--- src/hdl/ssd_pkg.sv ---
// Constants shared by the stepper serial control and diagnosis block.
// Assumes a single 20 MHz system clock domain and classic Wishbone.
package ssd_pkg;

  // ---------------------------------------------------------------
  // Command and reply byte layout
  // ---------------------------------------------------------------
  localparam int          CMD_W        = 8;
  localparam int          BIT_ERR1     = 7;
  localparam int          BIT_ERR2     = 6;
  localparam int          BIT_A_POL    = 3;
  localparam int          BIT_B_POL    = 0;
  localparam int          N_BRIDGE     = 2;
  localparam logic [1:0]  CUR_OFF      = 2'h3;
  localparam logic [1:0]  CUR_HOLD     = 2'h2;
  localparam logic [7:0]  CMD_RST      = 8'h3f;
  localparam logic [1:0]  FC_NORMAL    = 2'h3;
  localparam logic [1:0]  FC_SINK      = 2'h1;
  localparam logic [1:0]  FC_SOURCE    = 2'h2;
  localparam logic [1:0]  FC_OVERTEMP  = 2'h0;

  // ---------------------------------------------------------------
  // Serial framing and diagnosis filter
  // ---------------------------------------------------------------
  localparam int          FRAME_MOD      = 8;
  localparam int          FCNT_W         = 3;
  localparam int          SETTLE_SAMPLES = 4;

  // ---------------------------------------------------------------
  // Pin synchroniser slots and their idle levels
  // ---------------------------------------------------------------
  localparam int          PIN_SDI = 0;
  localparam int          PIN_SCK = 1;
  localparam int          PIN_CSN = 2;
  localparam int          PIN_ENN = 3;
  localparam int          N_PIN   = 4;
  localparam logic [3:0]  PIN_RST = 4'hc;

  // ---------------------------------------------------------------
  // Register map (byte addresses, one word each)
  // ---------------------------------------------------------------
  localparam int          WB_ADR_W      = 8;
  localparam logic [7:0]  REG_CTRL      = 8'h00;
  localparam logic [7:0]  REG_STATUS    = 8'h04;
  localparam logic [7:0]  REG_CMD       = 8'h08;
  localparam int          CTRL_DIAG_EN  = 0;
  localparam logic        CTRL_DIAG_RST = 1'h1;
  localparam int          ST_SETTLED    = 8;
  localparam int          ST_SHORT_VS   = 10;
  localparam int          ST_OVERLOAD   = 12;
  localparam int          ST_OPEN       = 13;
  localparam int          CMD_DISC_LSB  = 8;
  localparam int          DISC_W        = 8;

endpackage

--- src/hdl/ssd_filter.sv ---
// Settling filter for one bridge's missing-flyback indication.
// Assumes sample and raw_fault are single-cycle signals on clk.
`timescale 1ns/100ps
module ssd_filter
  import ssd_pkg::*;
#(
  parameter int SETTLE = SETTLE_SAMPLES
) (
  // Clock and reset
  input  wire logic clk,
  input  wire logic rst_n,
  // Control
  input  wire logic clear,
  input  wire logic sample,
  input  wire logic raw_fault,
  // Result
  output logic      fault,
  output logic      settled
);

  localparam int             CW   = $clog2(SETTLE + 1);
  localparam logic [CW-1:0]  FULL = CW'(SETTLE);

  // ---------------------------------------------------------------
  // Parameter check
  // ---------------------------------------------------------------
  if (SETTLE < 2) begin : g_bad
    $error("ssd_filter: SETTLE must be at least 2");
  end

  logic [SETTLE-1:0] hist;
  logic [SETTLE-1:0] next_hist;
  logic [CW-1:0]     cnt;
  logic [CW-1:0]     next_cnt;

  // History starts as all faults, so an early reply may show open load
  always_comb begin
    next_hist = hist;
    next_cnt  = cnt;
    if (clear) begin
      next_hist = '1;
      next_cnt  = '0;
    end else if (sample) begin
      next_hist = {hist[SETTLE-2:0], raw_fault};
      if (cnt != FULL) begin
        next_cnt = cnt + CW'(1);
      end
    end
  end

  // Registers
  always_ff @(posedge clk or negedge rst_n) begin
    if (!rst_n) begin
      hist <= '1;
      cnt  <= '0;
    end else begin
      hist <= next_hist;
      cnt  <= next_cnt;
    end
  end

  // A lone noisy sample cannot raise the fault
  assign fault   = &hist;
  assign settled = (cnt == FULL);

endmodule

--- src/hdl/ssd_top.sv ---
// Serial command port and fault diagnosis of a two-bridge stepper
// driver, with a Wishbone slave for control and observation.
// Assumes pins arrive asynchronously and sensor events are on CLK.
//
// The address map and the Wishbone register port were decided locally.
`timescale 1ns/100ps

// Summary of operation
// - Fault filter settles after four samples
// - Without chopping, sample on each polarity change
// - Early replies may show open load
// - Comparator trip rewrites short-to-supply flag
// - Short flag holds until reset, deactivation or next trip
// - Hold current blanks flyback check on reversal
// - Hold current keeps flyback check during PWM
// - Code 11 normal, 01 sink or flyback fault
// - Source overload gives code 10, masks open
// - Over-temperature pre-alarm gives code 00
// - Activation falling edge wakes the device
// - Frame select falling edge starts a frame
// - Sample serial input on clock rising edge
// - Shift serial output on clock falling edge
// - Accept only multiple-of-eight falling edges
// - Bad count discards data, bridges unchanged
// - Serial output driven only during frame select
// - Decode currents and polarities, encode fault bits
// - Both current bits high switches bridge off
// - Frame end clears overload, re-enables bridge
module ssd_top
  import ssd_pkg::*;
#(
  parameter int SETTLE = SETTLE_SAMPLES
) (
  // Clock and reset
  input  wire logic                CLK,
  input  wire logic                RSTN,
  // Serial port pins
  input  wire logic                DEVICE_ACTIVATE_N,
  input  wire logic                FRAME_SELECT_N,
  input  wire logic                SCK,
  input  wire logic                SDI,
  output logic                     SDO,
  output logic                     SDO_OE,
  // Bridge sensor events, index 0 is bridge A
  input  wire logic [1:0]          CHOP_PULSE,
  input  wire logic [1:0]          CMP_TRIP,
  input  wire logic [1:0]          SHORT_DET,
  input  wire logic [1:0]          NO_FLYBACK,
  input  wire logic                SRC_OVL,
  input  wire logic                OVERTEMP,
  // Bridge settings
  output logic [CMD_W-1:0]         BRIDGE_CMD,
  output logic [1:0]               DRIVERS_OFF,
  // Wishbone slave
  input  wire logic                WB_CYC_I,
  input  wire logic                WB_STB_I,
  input  wire logic                WB_WE_I,
  input  wire logic [WB_ADR_W-1:0] WB_ADR_I,
  input  wire logic [3:0]          WB_SEL_I,
  input  wire logic [31:0]         WB_DAT_I,
  output logic [31:0]              WB_DAT_O,
  output logic                     WB_ACK_O
);

  // ---------------------------------------------------------------
  // Pin synchronisers
  // ---------------------------------------------------------------
  logic [N_PIN-1:0] pin_in;
  logic [N_PIN-1:0] sync1;
  logic [N_PIN-1:0] sync2;
  logic [N_PIN-1:0] sync3;
  logic [N_PIN-1:0] pin;
  logic [N_PIN-1:0] next_pin;

  assign pin_in = {DEVICE_ACTIVATE_N, FRAME_SELECT_N, SCK, SDI};

  // A level counts once the second and third stages agree
  always_comb begin
    next_pin = pin;
    for (int i = 0; i < N_PIN; i++) begin
      if (sync2[i] == sync3[i]) begin
        next_pin[i] = sync2[i];
      end
    end
  end

  // Three stages; only sync2 reads sync1
  always_ff @(posedge CLK or negedge RSTN) begin
    if (!RSTN) begin
      sync1 <= PIN_RST;
      sync2 <= PIN_RST;
      sync3 <= PIN_RST;
      pin   <= PIN_RST;
    end else begin
      sync1 <= pin_in;
      sync2 <= sync1;
      sync3 <= sync2;
      pin   <= next_pin;
    end
  end

  // Edges of the filtered levels
  logic deact;
  logic csn_fall;
  logic csn_rise;
  logic sck_rise;
  logic sck_fall;
  logic in_frame;

  assign deact    = pin[PIN_ENN] | next_pin[PIN_ENN];
  assign csn_fall = pin[PIN_CSN] & ~next_pin[PIN_CSN];
  assign csn_rise = ~pin[PIN_CSN] & next_pin[PIN_CSN];
  assign in_frame = ~pin[PIN_CSN] & ~next_pin[PIN_CSN];
  assign sck_rise = ~pin[PIN_SCK] & next_pin[PIN_SCK];
  assign sck_fall = pin[PIN_SCK] & ~next_pin[PIN_SCK];

  // ---------------------------------------------------------------
  // Serial shift engine and command latch
  // ---------------------------------------------------------------
  logic [CMD_W-1:0]  shreg;
  logic [CMD_W-1:0]  next_shreg;
  logic              sdi_bit;
  logic              next_sdi_bit;
  logic [FCNT_W-1:0] fall_cnt;
  logic [FCNT_W-1:0] next_fall_cnt;
  logic              any_fall;
  logic              next_any_fall;
  logic [CMD_W-1:0]  cmd;
  logic [CMD_W-1:0]  next_cmd;
  logic [1:0]        reply_code;
  logic [1:0]        next_reply_code;
  logic [DISC_W-1:0] disc_cnt;
  logic [DISC_W-1:0] next_disc_cnt;
  logic [1:0]        fault_code;
  logic              accept;
  logic [1:0]        pol_chg;

  // A frame is taken only on whole bytes, so cascades keep the last one
  assign accept = ~deact & csn_rise & any_fall
                & (fall_cnt == '0);
  assign pol_chg[0] = accept & (shreg[BIT_A_POL] ^ cmd[BIT_A_POL]);
  assign pol_chg[1] = accept & (shreg[BIT_B_POL] ^ cmd[BIT_B_POL]);

  // Shift, count and latch
  always_comb begin
    next_shreg      = shreg;
    next_sdi_bit    = sdi_bit;
    next_fall_cnt   = fall_cnt;
    next_any_fall   = any_fall;
    next_cmd        = cmd;
    next_reply_code = reply_code;
    next_disc_cnt   = disc_cnt;
    if (deact) begin
      next_shreg      = '1;
      next_sdi_bit    = 1'b0;
      next_fall_cnt   = '0;
      next_any_fall   = 1'b0;
      next_cmd        = CMD_RST;
      next_reply_code = FC_NORMAL;
    end else if (csn_fall) begin
      // Reply carries last frame's code and the applied settings
      next_shreg    = {reply_code, cmd[BIT_ERR2-1:0]};
      next_fall_cnt = '0;
      next_any_fall = 1'b0;
    end else if (in_frame) begin
      if (sck_rise) begin
        next_sdi_bit = pin[PIN_SDI] | next_pin[PIN_SDI]
                     & pin[PIN_SDI];
      end
      if (sck_fall) begin
        next_shreg    = {shreg[CMD_W-2:0], sdi_bit};
        next_fall_cnt = fall_cnt + FCNT_W'(1);
        next_any_fall = 1'b1;
      end
    end else if (csn_rise) begin
      next_reply_code = fault_code;
      if (accept) begin
        next_cmd = shreg;
      end else begin
        next_disc_cnt = disc_cnt + DISC_W'(1);
      end
    end
  end

  // Registers
  always_ff @(posedge CLK or negedge RSTN) begin
    if (!RSTN) begin
      shreg      <= '1;
      sdi_bit    <= 1'b0;
      fall_cnt   <= '0;
      any_fall   <= 1'b0;
      cmd        <= CMD_RST;
      reply_code <= FC_NORMAL;
      disc_cnt   <= '0;
    end else begin
      shreg      <= next_shreg;
      sdi_bit    <= next_sdi_bit;
      fall_cnt   <= next_fall_cnt;
      any_fall   <= next_any_fall;
      cmd        <= next_cmd;
      reply_code <= next_reply_code;
      disc_cnt   <= next_disc_cnt;
    end
  end

  // Output only while selected; the bench resolves the wire
  assign SDO        = shreg[CMD_W-1];
  assign SDO_OE     = ~pin[PIN_CSN] & ~pin[PIN_ENN];
  assign BRIDGE_CMD = cmd;

  // ---------------------------------------------------------------
  // Per-bridge diagnosis
  // ---------------------------------------------------------------
  logic [1:0] short_vs;
  logic [1:0] open_flt;
  logic [1:0] settled;
  logic [1:0] cur_off;
  logic       diag_en;

  for (genvar b = 0; b < N_BRIDGE; b++) begin : g_bridge
    localparam int PB = (b == 0) ? BIT_A_POL : BIT_B_POL;
    logic       chop_seen;
    logic       next_chop_seen;
    logic       next_short;
    logic       sample;
    logic       raw_open;
    logic       blank;
    logic       short_q;
    logic [1:0] new_cur;

    assign new_cur    = accept ? shreg[PB+2:PB+1] : cmd[PB+2:PB+1];
    assign cur_off[b] = (cmd[PB+2:PB+1] == CUR_OFF);
    // Reversal samples only if no chopping since the last one
    assign sample = CHOP_PULSE[b] | (pol_chg[b] & ~chop_seen);
    // Weak flyback at hold current after reversal is ignored
    assign blank  = pol_chg[b] & ~CHOP_PULSE[b]
                  & (new_cur == CUR_HOLD);
    assign raw_open = NO_FLYBACK[b] & ~blank;

    // Chopping memory and short-to-supply flag
    always_comb begin
      next_chop_seen = chop_seen;
      next_short     = short_q;
      if (deact) begin
        next_chop_seen = 1'b0;
        next_short     = 1'b0;
      end else begin
        if (pol_chg[b]) begin
          next_chop_seen = 1'b0;
        end
        if (CHOP_PULSE[b]) begin
          next_chop_seen = 1'b1;
        end
        if (CMP_TRIP[b]) begin
          next_short = SHORT_DET[b];
        end
      end
    end

    // Registers
    always_ff @(posedge CLK or negedge RSTN) begin
      if (!RSTN) begin
        chop_seen <= 1'b0;
        short_q   <= 1'b0;
      end else begin
        chop_seen <= next_chop_seen;
        short_q   <= next_short;
      end
    end

    assign short_vs[b] = short_q;

    ssd_filter #(
      .SETTLE    (SETTLE)
    ) u_filter (
      .clk       (CLK),
      .rst_n     (RSTN),
      .clear     (deact),
      .sample    (sample),
      .raw_fault (raw_open),
      .fault     (open_flt[b]),
      .settled   (settled[b])
    );
  end

  // ---------------------------------------------------------------
  // Shared overload latch and fault encoding
  // ---------------------------------------------------------------
  logic       ovl;
  logic       next_ovl;
  logic [1:0] drv_off;
  logic [1:0] next_drv_off;

  // A new overload in the closing cycle of a frame still sticks
  always_comb begin
    next_ovl = ovl;
    if (deact) begin
      next_ovl = 1'b0;
    end else if (SRC_OVL) begin
      next_ovl = 1'b1;
    end else if (csn_rise) begin
      next_ovl = 1'b0;
    end
    next_drv_off = cur_off | {N_BRIDGE{ovl}};
  end

  // Registers
  always_ff @(posedge CLK or negedge RSTN) begin
    if (!RSTN) begin
      ovl     <= 1'b0;
      drv_off <= '1;
    end else begin
      ovl     <= next_ovl;
      drv_off <= next_drv_off;
    end
  end

  assign DRIVERS_OFF = drv_off;

  // Dominance: temperature, then source overload, then sink faults
  always_comb begin
    if (!diag_en) begin
      fault_code = FC_NORMAL;
    end else if (OVERTEMP) begin
      fault_code = FC_OVERTEMP;
    end else if (ovl) begin
      fault_code = FC_SOURCE;
    end else if (|short_vs || |open_flt) begin
      fault_code = FC_SINK;
    end else begin
      fault_code = FC_NORMAL;
    end
  end

  // ---------------------------------------------------------------
  // Wishbone slave
  // ---------------------------------------------------------------
  logic        ack;
  logic        next_ack;
  logic [31:0] rdata;
  logic [31:0] next_rdata;
  logic        next_diag_en;
  logic        req;

  assign req = WB_CYC_I & WB_STB_I;

  // One wait state; unmapped reads return zero, writes are dropped
  always_comb begin
    next_ack     = req & ~ack;
    next_rdata   = '0;
    next_diag_en = diag_en;
    if (req && ack && WB_WE_I && WB_SEL_I[0]
        && WB_ADR_I[WB_ADR_W-1:2] == REG_CTRL[WB_ADR_W-1:2]) begin
      next_diag_en = WB_DAT_I[CTRL_DIAG_EN];
    end
    if (next_ack && !WB_WE_I) begin
      case (WB_ADR_I[WB_ADR_W-1:2])
        REG_CTRL[WB_ADR_W-1:2]: begin
          next_rdata[CTRL_DIAG_EN] = diag_en;
        end
        REG_STATUS[WB_ADR_W-1:2]: begin
          next_rdata[CMD_W-1:0]               = shreg;
          next_rdata[ST_SETTLED+1:ST_SETTLED] = settled;
          next_rdata[ST_SHORT_VS+1:ST_SHORT_VS] = short_vs;
          next_rdata[ST_OVERLOAD]             = ovl;
          next_rdata[ST_OPEN+1:ST_OPEN]       = open_flt;
        end
        REG_CMD[WB_ADR_W-1:2]: begin
          next_rdata[CMD_W-1:0] = cmd;
          next_rdata[CMD_DISC_LSB+DISC_W-1:CMD_DISC_LSB] = disc_cnt;
        end
        default: begin
          next_rdata = '0;
        end
      endcase
    end
  end

  // Registers
  always_ff @(posedge CLK or negedge RSTN) begin
    if (!RSTN) begin
      ack     <= 1'b0;
      rdata   <= '0;
      diag_en <= CTRL_DIAG_RST;
    end else begin
      ack     <= next_ack;
      rdata   <= next_rdata;
      diag_en <= next_diag_en;
    end
  end

  assign WB_ACK_O = ack;
  assign WB_DAT_O = rdata;

endmodule

--- config.mk ---
export PLATFORM = sky130hd
export DESIGN_NAME = ssd_top
export DESIGN_NICKNAME = d
export VERILOG_FILES = /design/src/hdl/ssd_pkg.sv /design/src/hdl/ssd_filter.sv /design/src/hdl/ssd_top.sv
export SDC_FILE = /design/constraint.sdc
export NUM_CORES = 1
export LEC_CHECK = 0
export BUFFER_PORTS_ARGS = -buffer_cell sky130_fd_sc_hd__buf_4
export CORE_MARGIN = 4
export CORE_UTILIZATION = 28
export DETAILED_ROUTE_END_ITERATION = 7
export SYNTH_ARGS = -nofsm -noshare
export SYNTH_HDL_FRONTEND = slang
export SYNTH_SLANG_ARGS = --single-unit
export TNS_END_PERCENT = 100
--- constraint.sdc ---
create_clock -name CLK -period 2.85 [get_ports CLK]
set_input_delay 0.285 -clock CLK [delete_from_list [all_inputs] [get_ports CLK]]
set_output_delay 0.285 -clock CLK [all_outputs]
set_load 0.01 [all_outputs]
# Word level (Yosys, flattened, before mapping)
# Index checks and enable logic that the tools add are counted.
[totals]
register_bits = 102
input_bits = 63
elab_cells = 186
output_inout_bits = 45
[op_classes]
bitwise = 45
n_mux = 62
reduce_logical = 35
addsub = 4
eq_ne = 16
[ops]
columns = ["op", "n"]
rows = [
  ["8-bit 2-to-1 mux", 9],
  ["3-bit 2-to-1 mux", 10],
  ["14-bit case mux with 2 select lines", 1],
  ["1-bit 2-to-1 mux", 26],
  ["1-bit AND", 22],
  ["2-bit 2-to-1 mux", 10],
  ["2-bit nonzero test", 10],
  ["16-bit 2-to-1 mux", 1],
  ["4-bit 2-to-1 mux", 4],
  ["1-bit NOT", 16],
  ["3-bit nonzero test", 5],
  ["4-bit AND reduction", 3],
  ["3-bit by 1-bit adder with 3-bit output (second input constant)", 3],
  ["8-bit by 1-bit adder with 8-bit output (second input constant)", 1],
  ["2-bit equality test (second input constant)", 4],
  ["3-bit equality test (second input constant)", 2],
  ["6-bit by 1-bit equality test with 1-bit output (second input constant)", 1],
  ["6-bit by 2-bit equality test with 1-bit output (second input constant)", 1],
  ["6-bit zero test", 1],
  ["3-bit != test (second input constant)", 2],
  ["2-bit AND reduction", 3],
  ["3-bit AND reduction", 2],
  ["1-bit logical AND", 5],
  ["5-bit AND reduction", 1],
  ["10 further kinds", 19],
]

# Logic depth before layout (Yosys ltp)
# Gate-level depths: netlist of the first run.
[depth]
ltp_word = 14
depth_mapped = 7
depth_no_buf = 6

# Modules after synthesis
# A second synthesis of the first run with hierarchy kept.
[unflattened]
hier_cells = 344
area_unflattened_um2 = 3930.0
[modules_own_cells]
columns = ["mod", "seq_area_each_um2", "instances", "cells_each", "area_per_inst_um2"]
rows = [
  ["ssd_top", 1835.5, 1, 278, 3134.3],
  ["ssd_filter", 180.2, 2, 33, 397.9],
]

# Worst setup path after synthesis of the first run
# Ideal clock, no wire load.
[synth_timing]
kind = "register to register"
startpoint = "reg fall_cnt[0]"
endpoint = "reg g_bridge[1].u_filter.cnt[2]"
period_less_slack_ns = 1.730
slack_ns = 1.120
arrival_time_ns = 1.594
path_buffers = 0
t_required_ns = 2.714
setup_time_ns = 0.136
stages_incl_launch_ff = 7
cell_sequence = "dfrtp_1 > inv_1 > ha_1 > nand3b_1 > o41ai_4 > and4b_1 > nor3_1"
[synth_between]
elab_chain_len = 7
[synth_rtl]
columns = ["element", "line_no", "text"]
rows = [
  ["start: declaration", "ssd_top.sv:124", "logic [FCNT_W-1:0] fall_cnt;"],
  ["start signal: assignment", "ssd_top.sv:198", "fall_cnt <= next_fall_cnt;"],
  ["3-bit zero test", "ssd_top.sv:140", "& (fall_cnt == '0);"],
  ["1-bit AND", "ssd_top.sv:140", ""],
  ["1-bit AND", "ssd_top.sv:142", "assign pol_chg[1] = accept & (shreg[BIT_B_POL] ^ cmd[BIT_B_POL]);"],
  ["1-bit AND", "ssd_top.sv:234", "assign sample = CHOP_PULSE[b] | (pol_chg[b] & ~chop_seen);"],
  ["1-bit bitwise OR", "ssd_top.sv:234", ""],
  ["2-bit nonzero test (no source line)", "--", ""],
  ["2-bit AND reduction (no source line)", "--", ""],
  ["end signal: assignment", "ssd_filter.sv:58", "cnt <= next_cnt;"],
  ["end: declaration", "ssd_filter.sv:33", "logic [CW-1:0] cnt;"],
]
# No other way between the ends.
# A chain may end at the register's enable or synchronous reset.

# Worst setup path after layout of the first run
[layout_timing]
startpoint = "reg sync2[2]"
endpoint = "reg shreg[1]"
[layout_between]
elab_chain_len = 6
word_cells_on_any_way = 10
classes_between = "1 x eq/ne; 3 x mux; 3 x bitwise; 3 x reduce/logical"
[layout_rtl]
columns = ["element", "line_no", "text"]
rows = [
  ["start: declaration", "ssd_top.sv:70", "logic [N_PIN-1:0] sync2;"],
  ["start signal: assignment", "ssd_top.sv:96", "sync2 <= sync1;"],
  ["1-bit equality test", "ssd_top.sv:81", "if (sync2[i] == sync3[i]) begin"],
  ["1-bit 2-to-1 mux *", "ssd_top.sv:81", ""],
  ["1-bit NOT *", "ssd_top.sv:111, ssd_top.sv:113", ""],
  ["1-bit AND (on tied branches)", "ssd_top.sv:111, ssd_top.sv:113", ""],
  ["3-bit nonzero test (no source line) / 8-bit 2-to-1 mux (equally long branches)", "--", ""],
  ["2-bit AND reduction (no source line) / 8-bit 2-to-1 mux (equally long branches)", "--", ""],
  ["end signal: assignment", "ssd_top.sv:196", "shreg <= next_shreg;"],
  ["end: declaration", "ssd_top.sv:120", "logic [CMD_W-1:0] shreg;"],
]
# Mark *: on every way between the ends. The rest lies on a longest branch, timed or not.

==> flow_summary.ini, run 1 <==
[clock_tree]
clkLatencyLatePin_ns = 0.34
cts_num_sinks = 86
cts-root-buf = clkbuf_16
post_cts_resized = 0
cts_tree = built
ctsHoldBuffers = 0
clk_pin_slew_worst_paths_ns = 0.06
cts_buffers = 9
cts_buffer_depth = 2
htreeDepth = 3
cts_setup_buffers = 0

[drt]
wire_per_inst_um = 14.78
first_pass_iters = 4
wirelength_um = 8542
drc = 0
via_per_inst = 4.678
vias = 2704
drt_iter0_drc = 164
drtAntennaViolNets = 0

[die]
die_h_um = 126.1
rows = 42
num_io_pins = 108
die_x_um = 126.1
core_area_um2 = 13450
die-area_um2 = 15890
initial_core_util = 0.2901

[setup_path]
cp.depth = 4
ff2ff_path_depth = 4
slowest_delay_ns = 0.83
critPathTopFamily = compound AO/OA/AOI/OAI gates
arrival_ns = 2.47
crit_fanout = 15
start_kind = flop
crit_buf_inv = 0
cp-end-kind = flop
crit_required_ns = 3.10
crit_chain = a21oi_1, nand2_1, a211oi_1, o21ai_0
critPathSlowestCell = a21oi_1
crit_type = flop to flop

[synthesis]
yosysMostFrequentCell = dfrtp_1
ys_seq_area_frac = 0.5627
yosys_most_used_dff = dfrtp_1
async_flop_share = 1.000
netlist_instances = 344
ys_top_cells_by_count = dfrtp_1 (51), nor2_1 (46), dfstp_2 (35), buf_4 (17), inv_1 (16)
synth_edf_count = 0
synth_top_area_share = 0.3270
netlist_area_um2 = 3902
yosysWarnings = 0
yosysTopAreaCell = dfrtp_1
synth_area_leaders = dfrtp_1 (33%), dfstp_2 (24%), nor2_1 (4.4%)
syn_avg_cell_area_um2 = 11.34
yosysUniqueCellTypes = 56
synth_seq_cells = 86

[timing]
max-slew-margin-rel = 0.2964
drv_slew = 0
finalCritPeriodShare = 0.7783
fmax_mhz = 450.8
tns_ns = 0
worst_slack_ns = 0.6317
fin_skew_ns = 0.008569
finalSetupViolations = 0
hold_viol = 0
worstMarginPinSlew_ns = 1.055
grt_setup_unrepaired = false
period_minus_slack_ns = 2.218

[global_route]
grt-ovfl-total = 0
grt.total_usage = 0.1076
grt_max_degree = 87
grt_pass1_wl_um = 13750
antenna_found_initial = 0
grt_pass1_vias = 2590

[run_status]
outcome = finished, final reports clean

[finish]
multi_input_area_um2 = 1498
ff_latch_area_um2 = 2196
fillers = 1346
drive_gt1_frac = 0.2985
layout.nets = 467
area_delta_synth_final_pct = 20.87
antennaDiodeCount = 0

[flow_run]
cap_viol_max_count = 0

[placed_design]
hpwlAfterDp_um = 6032
place.port_buffers = 55
place_ws_ns = 0.6447
place_congestion = 0.7658

[hold_path]
min_path_cells = 1
hp-class = input pin to flop

[power]
ir_worst_vdd_uv = 243.1
power_density_nw_per_um2 = 624.3
leakagePower_nw = 2.088
==> state kept, by name (all words and copies together) (netlist names), 2 cells and up, named ones only <==
signal                  flops
disc_cnt                    8
sync2                       4
sync1                       4
g_bridge.chop_seen          2
pin                         3
WB_DAT_O                   16
shreg                       8
fall_cnt                    3
DRIVERS_OFF                 2
g_bridge.u_filter.cnt       6
BRIDGE_CMD                  8
sync3                       4
g_bridge.u_filter.hist      8
reply_code                  2
g_bridge.short_q            2
==> worst reg2reg max path, delay by kind of cell, from the launching register on <==
kind | cells | cell delay [ns]
flops | 1 | 0.39
compound gates | 3 | 1.29
simple gates | 1 | 0.46
==> logic make-up after synthesis <==
logic type,count (synthesis),share of synthesized area
buf+inv,46,0.06797
mux,8,0.02116
xor+xnor,12,0.02693
fa+ha+maj,9,0.02757
simple gates,104,0.1446
compound gates,78,0.1481
other cells,1,0.0009609
flops,86,0.5627
==> cell usage in the layout, fill, tap and decap left out, drive strengths merged, types with 7 or more instances in the layout <==
cell,synthesis,routed
a211oi,7,7
a21oi,15,15
a22oi,12,12
and3,8,8
buf,23,57
clkbuf,7,11
conb,1,16
dfrtp,51,51
dfstp,35,35
ha,7,7
inv,16,17
nand2,10,10
nor2,46,46
nor3,9,9
o21ai,14,14
xnor2,10,10
==> power breakdown <==
group	total (mW)	switching [mW]	internal (mW)
sequential	1.40	0.0862	1.31
combinational	0.313	0.184	0.129
clock	1.23	0.459	0.771
total	2.94	0.730	2.22
==> through the flow <==
stage | power, mW | area [µm²] | std cells | hold slack, ns | utilization
after floorplan | 1.621 | 3959 | 359 | -0.01059 | -
after global placement | 1.720 | 4402 | 562 | 0.3317 | 0.3272
after detailed placement | 1.738 | 4402 | 562 | 0.3363 | 0.3272
after CTS | 2.984 | 4717 | 578 | 0.04798 | 0.3506
after global routing | 3.084 | 4717 | 578 | 0.04491 | 0.3506
final | 2.945 | 4717 | 578 | 0.05740 | 0.3506
==> routing by layer <==
layer | GRT usage | vias to the layer above | wire, µm
li1 | - | 1301 | -
met1 | 0.1478 | 1324 | 4065
met2 | 0.1612 | 69 | 3798
met3 | 0.03937 | 10 | 579
met4 | 0.02776 | 0 | 99
met5 | 0 | - | 0
==> worst paths after layout <==
kind                            slack [ns]         startpoint                          to
min in group asynchronous             0.15               RSTN                 disc_cnt[6]
worst min-delay path                  0.06  DEVICE_ACTIVATE_N                    sync1[3]
worst min register to register        0.35           sync1[1]                    sync2[1]
max in group asynchronous             2.04               RSTN  asynchronous set/reset pin
worst max register to register        0.63           sync2[2]                    shreg[1]
worst max-delay path                  0.63           sync2[2]                    shreg[1]
==> layout make-up <==
| cell class | instances | share of cell area |
|---|---|---|
| multi-input cells | 227 | 0.3175 |
| well taps | 176 | 0.04668 |
| flip-flops and latches | 86 | 0.4655 |
| clock inverters | 5 | 0.01751 |
| inverters | 16 | 0.01273 |
| clock buffers | 11 | 0.04934 |
| repair buffers | 57 | 0.09072 |
Note: power is estimated with default switching activity, not from simulation.
==> inputs of run 2 (changes only) <==
==> constraint.sdc (replaced) <==
create_clock -name CLK -period 2.04 [get_ports CLK]
set_input_delay 0.204 -clock CLK [delete_from_list [all_inputs] [get_ports CLK]]
set_output_delay 0.204 -clock CLK [all_outputs]
set_load 0.01 [all_outputs]
==> flow_summary.ini, run 2 (synthesized netlist as in run 1, its figures left out) <==
[setup_path]
crit_type = flop to flop
cp-end-kind = flop
crit_required_ns = 2.30
crit_fanout = 10
arrival_ns = 2.10
start_kind = flop

[timing]
fmax_mhz = 542.3
period_minus_slack_ns = 1.844
hold_viol = 0
tns_ns = 0
max-slew-margin-rel = 0.5993
finalSetupViolations = 0
worstMarginPinSlew_ns = 0.5967
finalCritPeriodShare = 0.9040
fin_skew_ns = 0.007273
drv_slew = 0
grt_setup_unrepaired = false

[clock_tree]
cts_buffer_depth = 2
cts_num_sinks = 86
clkLatencyLatePin_ns = 0.33
cts_buffers = 9
cts_setup_buffers = 0
htreeDepth = 3
cts-root-buf = clkbuf_16
cts_tree = built
clk_pin_slew_worst_paths_ns = 0.06

[die]
die_x_um = 126.1
core_area_um2 = 13450
rows = 42
num_io_pins = 108
die_h_um = 126.1
initial_core_util = 0.2901
die-area_um2 = 15890

[placed_design]
place.port_buffers = 55
place_congestion = 0.7595
hpwlAfterDp_um = 6305

[drt]
drtAntennaViolNets = 0
drc = 0
via_per_inst = 4.639
wire_per_inst_um = 14.60
vias = 2765
first_pass_iters = 4
wirelength_um = 8699
drt_iter0_drc = 203

[power]
leakagePower_nw = 2.155
intPower_mw = 2.873
swShare = 0.2636
seqPwrFrac = 0.503
netSwitchingPower_mw = 1.028
power_mw = 3.902
p_comb_frac = 0.121
clock_power_share = 0.377
power_density_nw_per_um2 = 807.7
ir_worst_vdd_uv = 502.0

[global_route]
busiest_layer = met2
grt.total_usage = 0.1141
grt_pass1_vias = 2808
antenna_found_initial = 0
use_met2 = 0.1790
grtUsageMet3 = 0.03133
grt_max_degree = 48
use_met1 = 0.1537
grt-ovfl-total = 0
grt_pass1_wl_um = 14650

[flow_run]
cap_viol_max_count = 0

[finish]
area_delta_synth_final_pct = 23.79
final_cell_mix = buf_4 (69), dfrtp_1 (51), nor2_1 (46)
largest_register_ffs = 16
fin_util = 0.3591
layout_commonest_cell = buf_4
antennaDiodeCount = 0
drive_gt1_frac = 0.3167
layout.nets = 485

[hold_path]
hp-class = input pin to flop

[run_status]
outcome = finished, final reports clean
run 2: cell count changes in the layout (fill, tap and decap cells not counted):
cell           previous run  this run
clkinv_2                  1         2
dlygate4sd3_1             0         5
buf_12                    0         1
inv_6                     1         0
bufinv_16                 2         0
buf_4                    57        69
clkinv_4                  1         3
run 2: worst paths after layout:
path,startpoint,to,slack (ns),cells after the start
worst max-delay path,fall_cnt[0],g_bridge[0].u_filter.cnt[2],0.20,7
worst min-delay path,SRC_OVL,ovl,0.1,3
worst max register to register,fall_cnt[0],g_bridge[0].u_filter.cnt[2],0.20,7
worst min register to register,sync1[1],sync2[1],0.35,0
max in group asynchronous,RSTN,sync3[2],0.96,3
min in group asynchronous,RSTN,WB_DAT_O[14],0.38,2
run 2: through the flow:
stage,hold slack (ns),instances,area (µm²),worst slack [ns]
2_1_floorplan,-0.09159,359,3959,0.3102
3_3_place_gp,0.2140,575,4512,0.2494
3_5_place_dp,0.2149,575,4512,0.1924
4_1_cts,0.09415,596,4831,0.1777
5_1_grt,0.1038,596,4831,0.05882
6_report,0.09903,596,4831,0.1959
run 2: what timing repair did:
action,in CTS,in global routing
gates resized for setup,0,0
hold buffers,5,0
endpoints found under the hold margin,24,0
run 2: layer usage:
metal  share of wire  vias up  wire, µm
met1            0.47     1333      4047
met4           0.012        0       101
met2            0.46       85      4028
met3           0.060        8       522
li1                -     1339         -
met5               0        -         0
run 2: cell type report:
| class | count | area (µm²) |
|---|---|---|
| Inverter | 16 | 60.06 |
| Tap cell | 176 | 220.2 |
| Timing Repair Buffer | 75 | 588.1 |
| Sequential cell | 86 | 2196 |
| Fill cell | 1354 | 8622 |
| Clock inverter | 5 | 36.28 |
| Multi-Input combinational cell | 227 | 1498 |
| Clock buffer | 11 | 232.7 |
run 2: critical path: stages, from the launching register on:
cell,delay (ns)
dfrtp_1,0.38
inv_1,0.09
ha_1,0.18
nand3b_1,0.21
o41ai_4,0.48
buf_4,0.23
a21oi_1,0.08
a21oi_1,0.12
run 2: power by group through the flow:
stage,Sequential (mW),Clock [mW],Combinational (mW)
6_report,1.96,1.47,0.472
5_1_grt,1.98,1.60,0.532
4_1_cts,1.96,1.51,0.477
3_5_place_dp,1.99,0,0.468
3_3_place_gp,1.98,0,0.455
2_1_floorplan,1.95,0,0.313
==> inputs of run 3 (changes only) <==
==> constraint.sdc (replaced) <==
create_clock -name CLK -period 1.6 [get_ports CLK]
set_input_delay 0.16 -clock CLK [delete_from_list [all_inputs] [get_ports CLK]]
set_output_delay 0.16 -clock CLK [all_outputs]
set_load 0.01 [all_outputs]
==> flow_summary.ini, run 3 (synthesized netlist as in run 1, its figures left out) <==
[timing]
fin_skew_ns = 0.01060
worst_slack_ns = -0.1228
period_minus_slack_ns = 1.723
hold_viol = 0
finalSetupViolations = 13
finalCritPeriodShare = 1.077
drv_slew = 0
grt_setup_unrepaired = true
fmax_mhz = 580.5

[clock_tree]
cts_buffers = 9
cts_buffer_depth = 2
htreeDepth = 3
clk_pin_slew_worst_paths_ns = 0.07
cts_tree = built
cts_num_sinks = 86
clkLatencyLatePin_ns = 0.35
cts-root-buf = clkbuf_16

[die]
die_x_um = 126.1
die_h_um = 126.1
core_area_um2 = 13450
die-area_um2 = 15890
num_io_pins = 108
rows = 42
initial_core_util = 0.2901

[finish]
fillers = 1308
fin_util = 0.3978
layout.nets = 522
layout_commonest_cell = buf_4
finalNonFillerCells = 633
area_delta_synth_final_pct = 37.13
final_cell_mix = buf_4 (97), dfrtp_1 (51), nor2_1 (42)
drive_gt1_frac = 0.4376
largest_register_ffs = 16
antennaDiodeCount = 0

[flow_run]
cap_viol_max_count = 0

[global_route]
grt_pass1_vias = 2987
antenna_found_initial = 0
grt.total_usage = 0.1206
grt_pass1_wl_um = 15250
grt_max_degree = 32
grt-ovfl-total = 0

[setup_path]
start_kind = flop
slowest_delay_ns = 0.55
cp-end-kind = flop
arrival_ns = 1.99
critPathMostFrequentCell = buf_4
r2r-end = g_bridge[0].u_filter.hist[0]
crit_chain = xnor2_2, buf_4, o41ai_4, buf_4, nor2_2, a31oi_1
r2r_slack_ns = -0.12
ff2ff_path_depth = 6
cp-startpoint = BRIDGE_CMD[3]
crit_required_ns = 1.87
critPathSlowestCell = dfstp_2
crit_fanout = 5
endpoint = g_bridge[0].u_filter.hist[0]
crit_type = flop to flop
r2r_start = BRIDGE_CMD[3]

[hold_path]
min_path_cells = 3
hp-class = input pin to flop

[drt]
vias = 2965
via_per_inst = 4.684
drc = 0
first_pass_iters = 4
wire_per_inst_um = 14.95
drt_iter0_drc = 187
wirelength_um = 9463
drtAntennaViolNets = 0

[placed_design]
place.port_buffers = 55
dp_cells = 599
hpwlAfterDp_um = 6641
place_congestion = 0.7628

[power]
leakagePower_nw = 2.404
ir_worst_vdd_uv = 530.6
power_density_nw_per_um2 = 1003

[run_status]
violations = setup timing
outcome = finished, violations left
## run 3: cell count changes in the layout (fill, tap and decap cells not counted), moves of 3 or more
| cell | delta |
|---|---|
| a21oi_1 | -4 |
| a21oi_2 | +4 |
| buf_12 | +5 |
| buf_4 | +28 |
| inv_6 | +3 |
| nor2_1 | -4 |
| nor2_2 | +4 |
| nor3_1 | -5 |
| nor3_2 | +3 |
| xnor2_1 | -3 |
| xnor2_2 | +3 |
## run 3: cell type report
class | count | area (µm²) | area share
clock buffers | 9 | 225.2 | 0.04209
inverters | 16 | 60.06 | 0.01122
clock inverters | 7 | 78.83 | 0.01473
multi-input cells | 227 | 1640 | 0.3065
flip-flops and latches | 86 | 2196 | 0.4103
well taps | 176 | 220.2 | 0.04115
repair buffers | 112 | 930.9 | 0.1740
## run 3: what timing repair did
item | 4_1_cts | 5_1_grt
hold buffers | 5 | 0
endpoints found under the hold margin | 17 | 0
setup buffers | 10 | 2
cloned | 2 | 0
pin swaps | 12 | 10
endpoints found under the setup margin | 21 | 35
resized for setup | 10 | 26
## run 3: metal layers
| layer | up-vias | track usage | part of all wire |
|---|---|---|---|
| met5 | - | 0 | 0 |
| met3 | 8 | 0.04064 | 0.055 |
| met1 | 1470 | 0.1613 | 0.45 |
| li1 | 1420 | - | - |
| met2 | 67 | 0.1878 | 0.48 |
| met4 | 0 | 0.03218 | 0.011 |
## run 3: worst max-delay path, delay by kind of cell, from the launching register on
kind,cells,cell delay (ns)
buf+inv,2,0.38
flops,1,0.55
xor+xnor,1,0.09
compound gates,2,0.59
simple gates,1,0.04
## run 3: stage by stage
step           power (mW)  area (µm²)  hold slack (ns)  worst slack [ns]  TNS [ns]
2_1_floorplan       2.891        3966          -0.1356           -0.1193   -0.2673
3_3_place_gp        3.167        4748           0.1225           -0.1208    -1.412
3_5_place_dp        3.203        4748           0.1260           -0.1566    -2.005
4_1_cts             5.402        5246          0.03990           -0.1205   -0.6923
5_1_grt             5.638        5351          0.04376           -0.2140    -2.250
6_report            5.365        5351          0.04874           -0.1228    -1.052
## run 3: worst min path at each step
stage | endpoint | slack, ns | start
after floorplan | BRIDGE_CMD[6] | -0.14 | RSTN
after global placement | sync1[1] | 0.12 | RSTN
after detailed placement | sync1[1] | 0.13 | RSTN
after CTS | diag_en | 0.04 | WB_DAT_I[0]
after global routing | diag_en | 0.04 | WB_DAT_I[0]
final | ovl | 0.05 | SRC_OVL
## run 3: report_power, final
part / internal, mW / switching (mW) / leakage (nW) / total, mW
clock: 1.23 / 0.899 / 0.151 / 2.13
sequential: 2.34 / 0.156 / 1.05 / 2.50
combinational: 0.357 / 0.384 / 1.21 / 0.741
total: 3.93 / 1.44 / 2.40 / 5.37
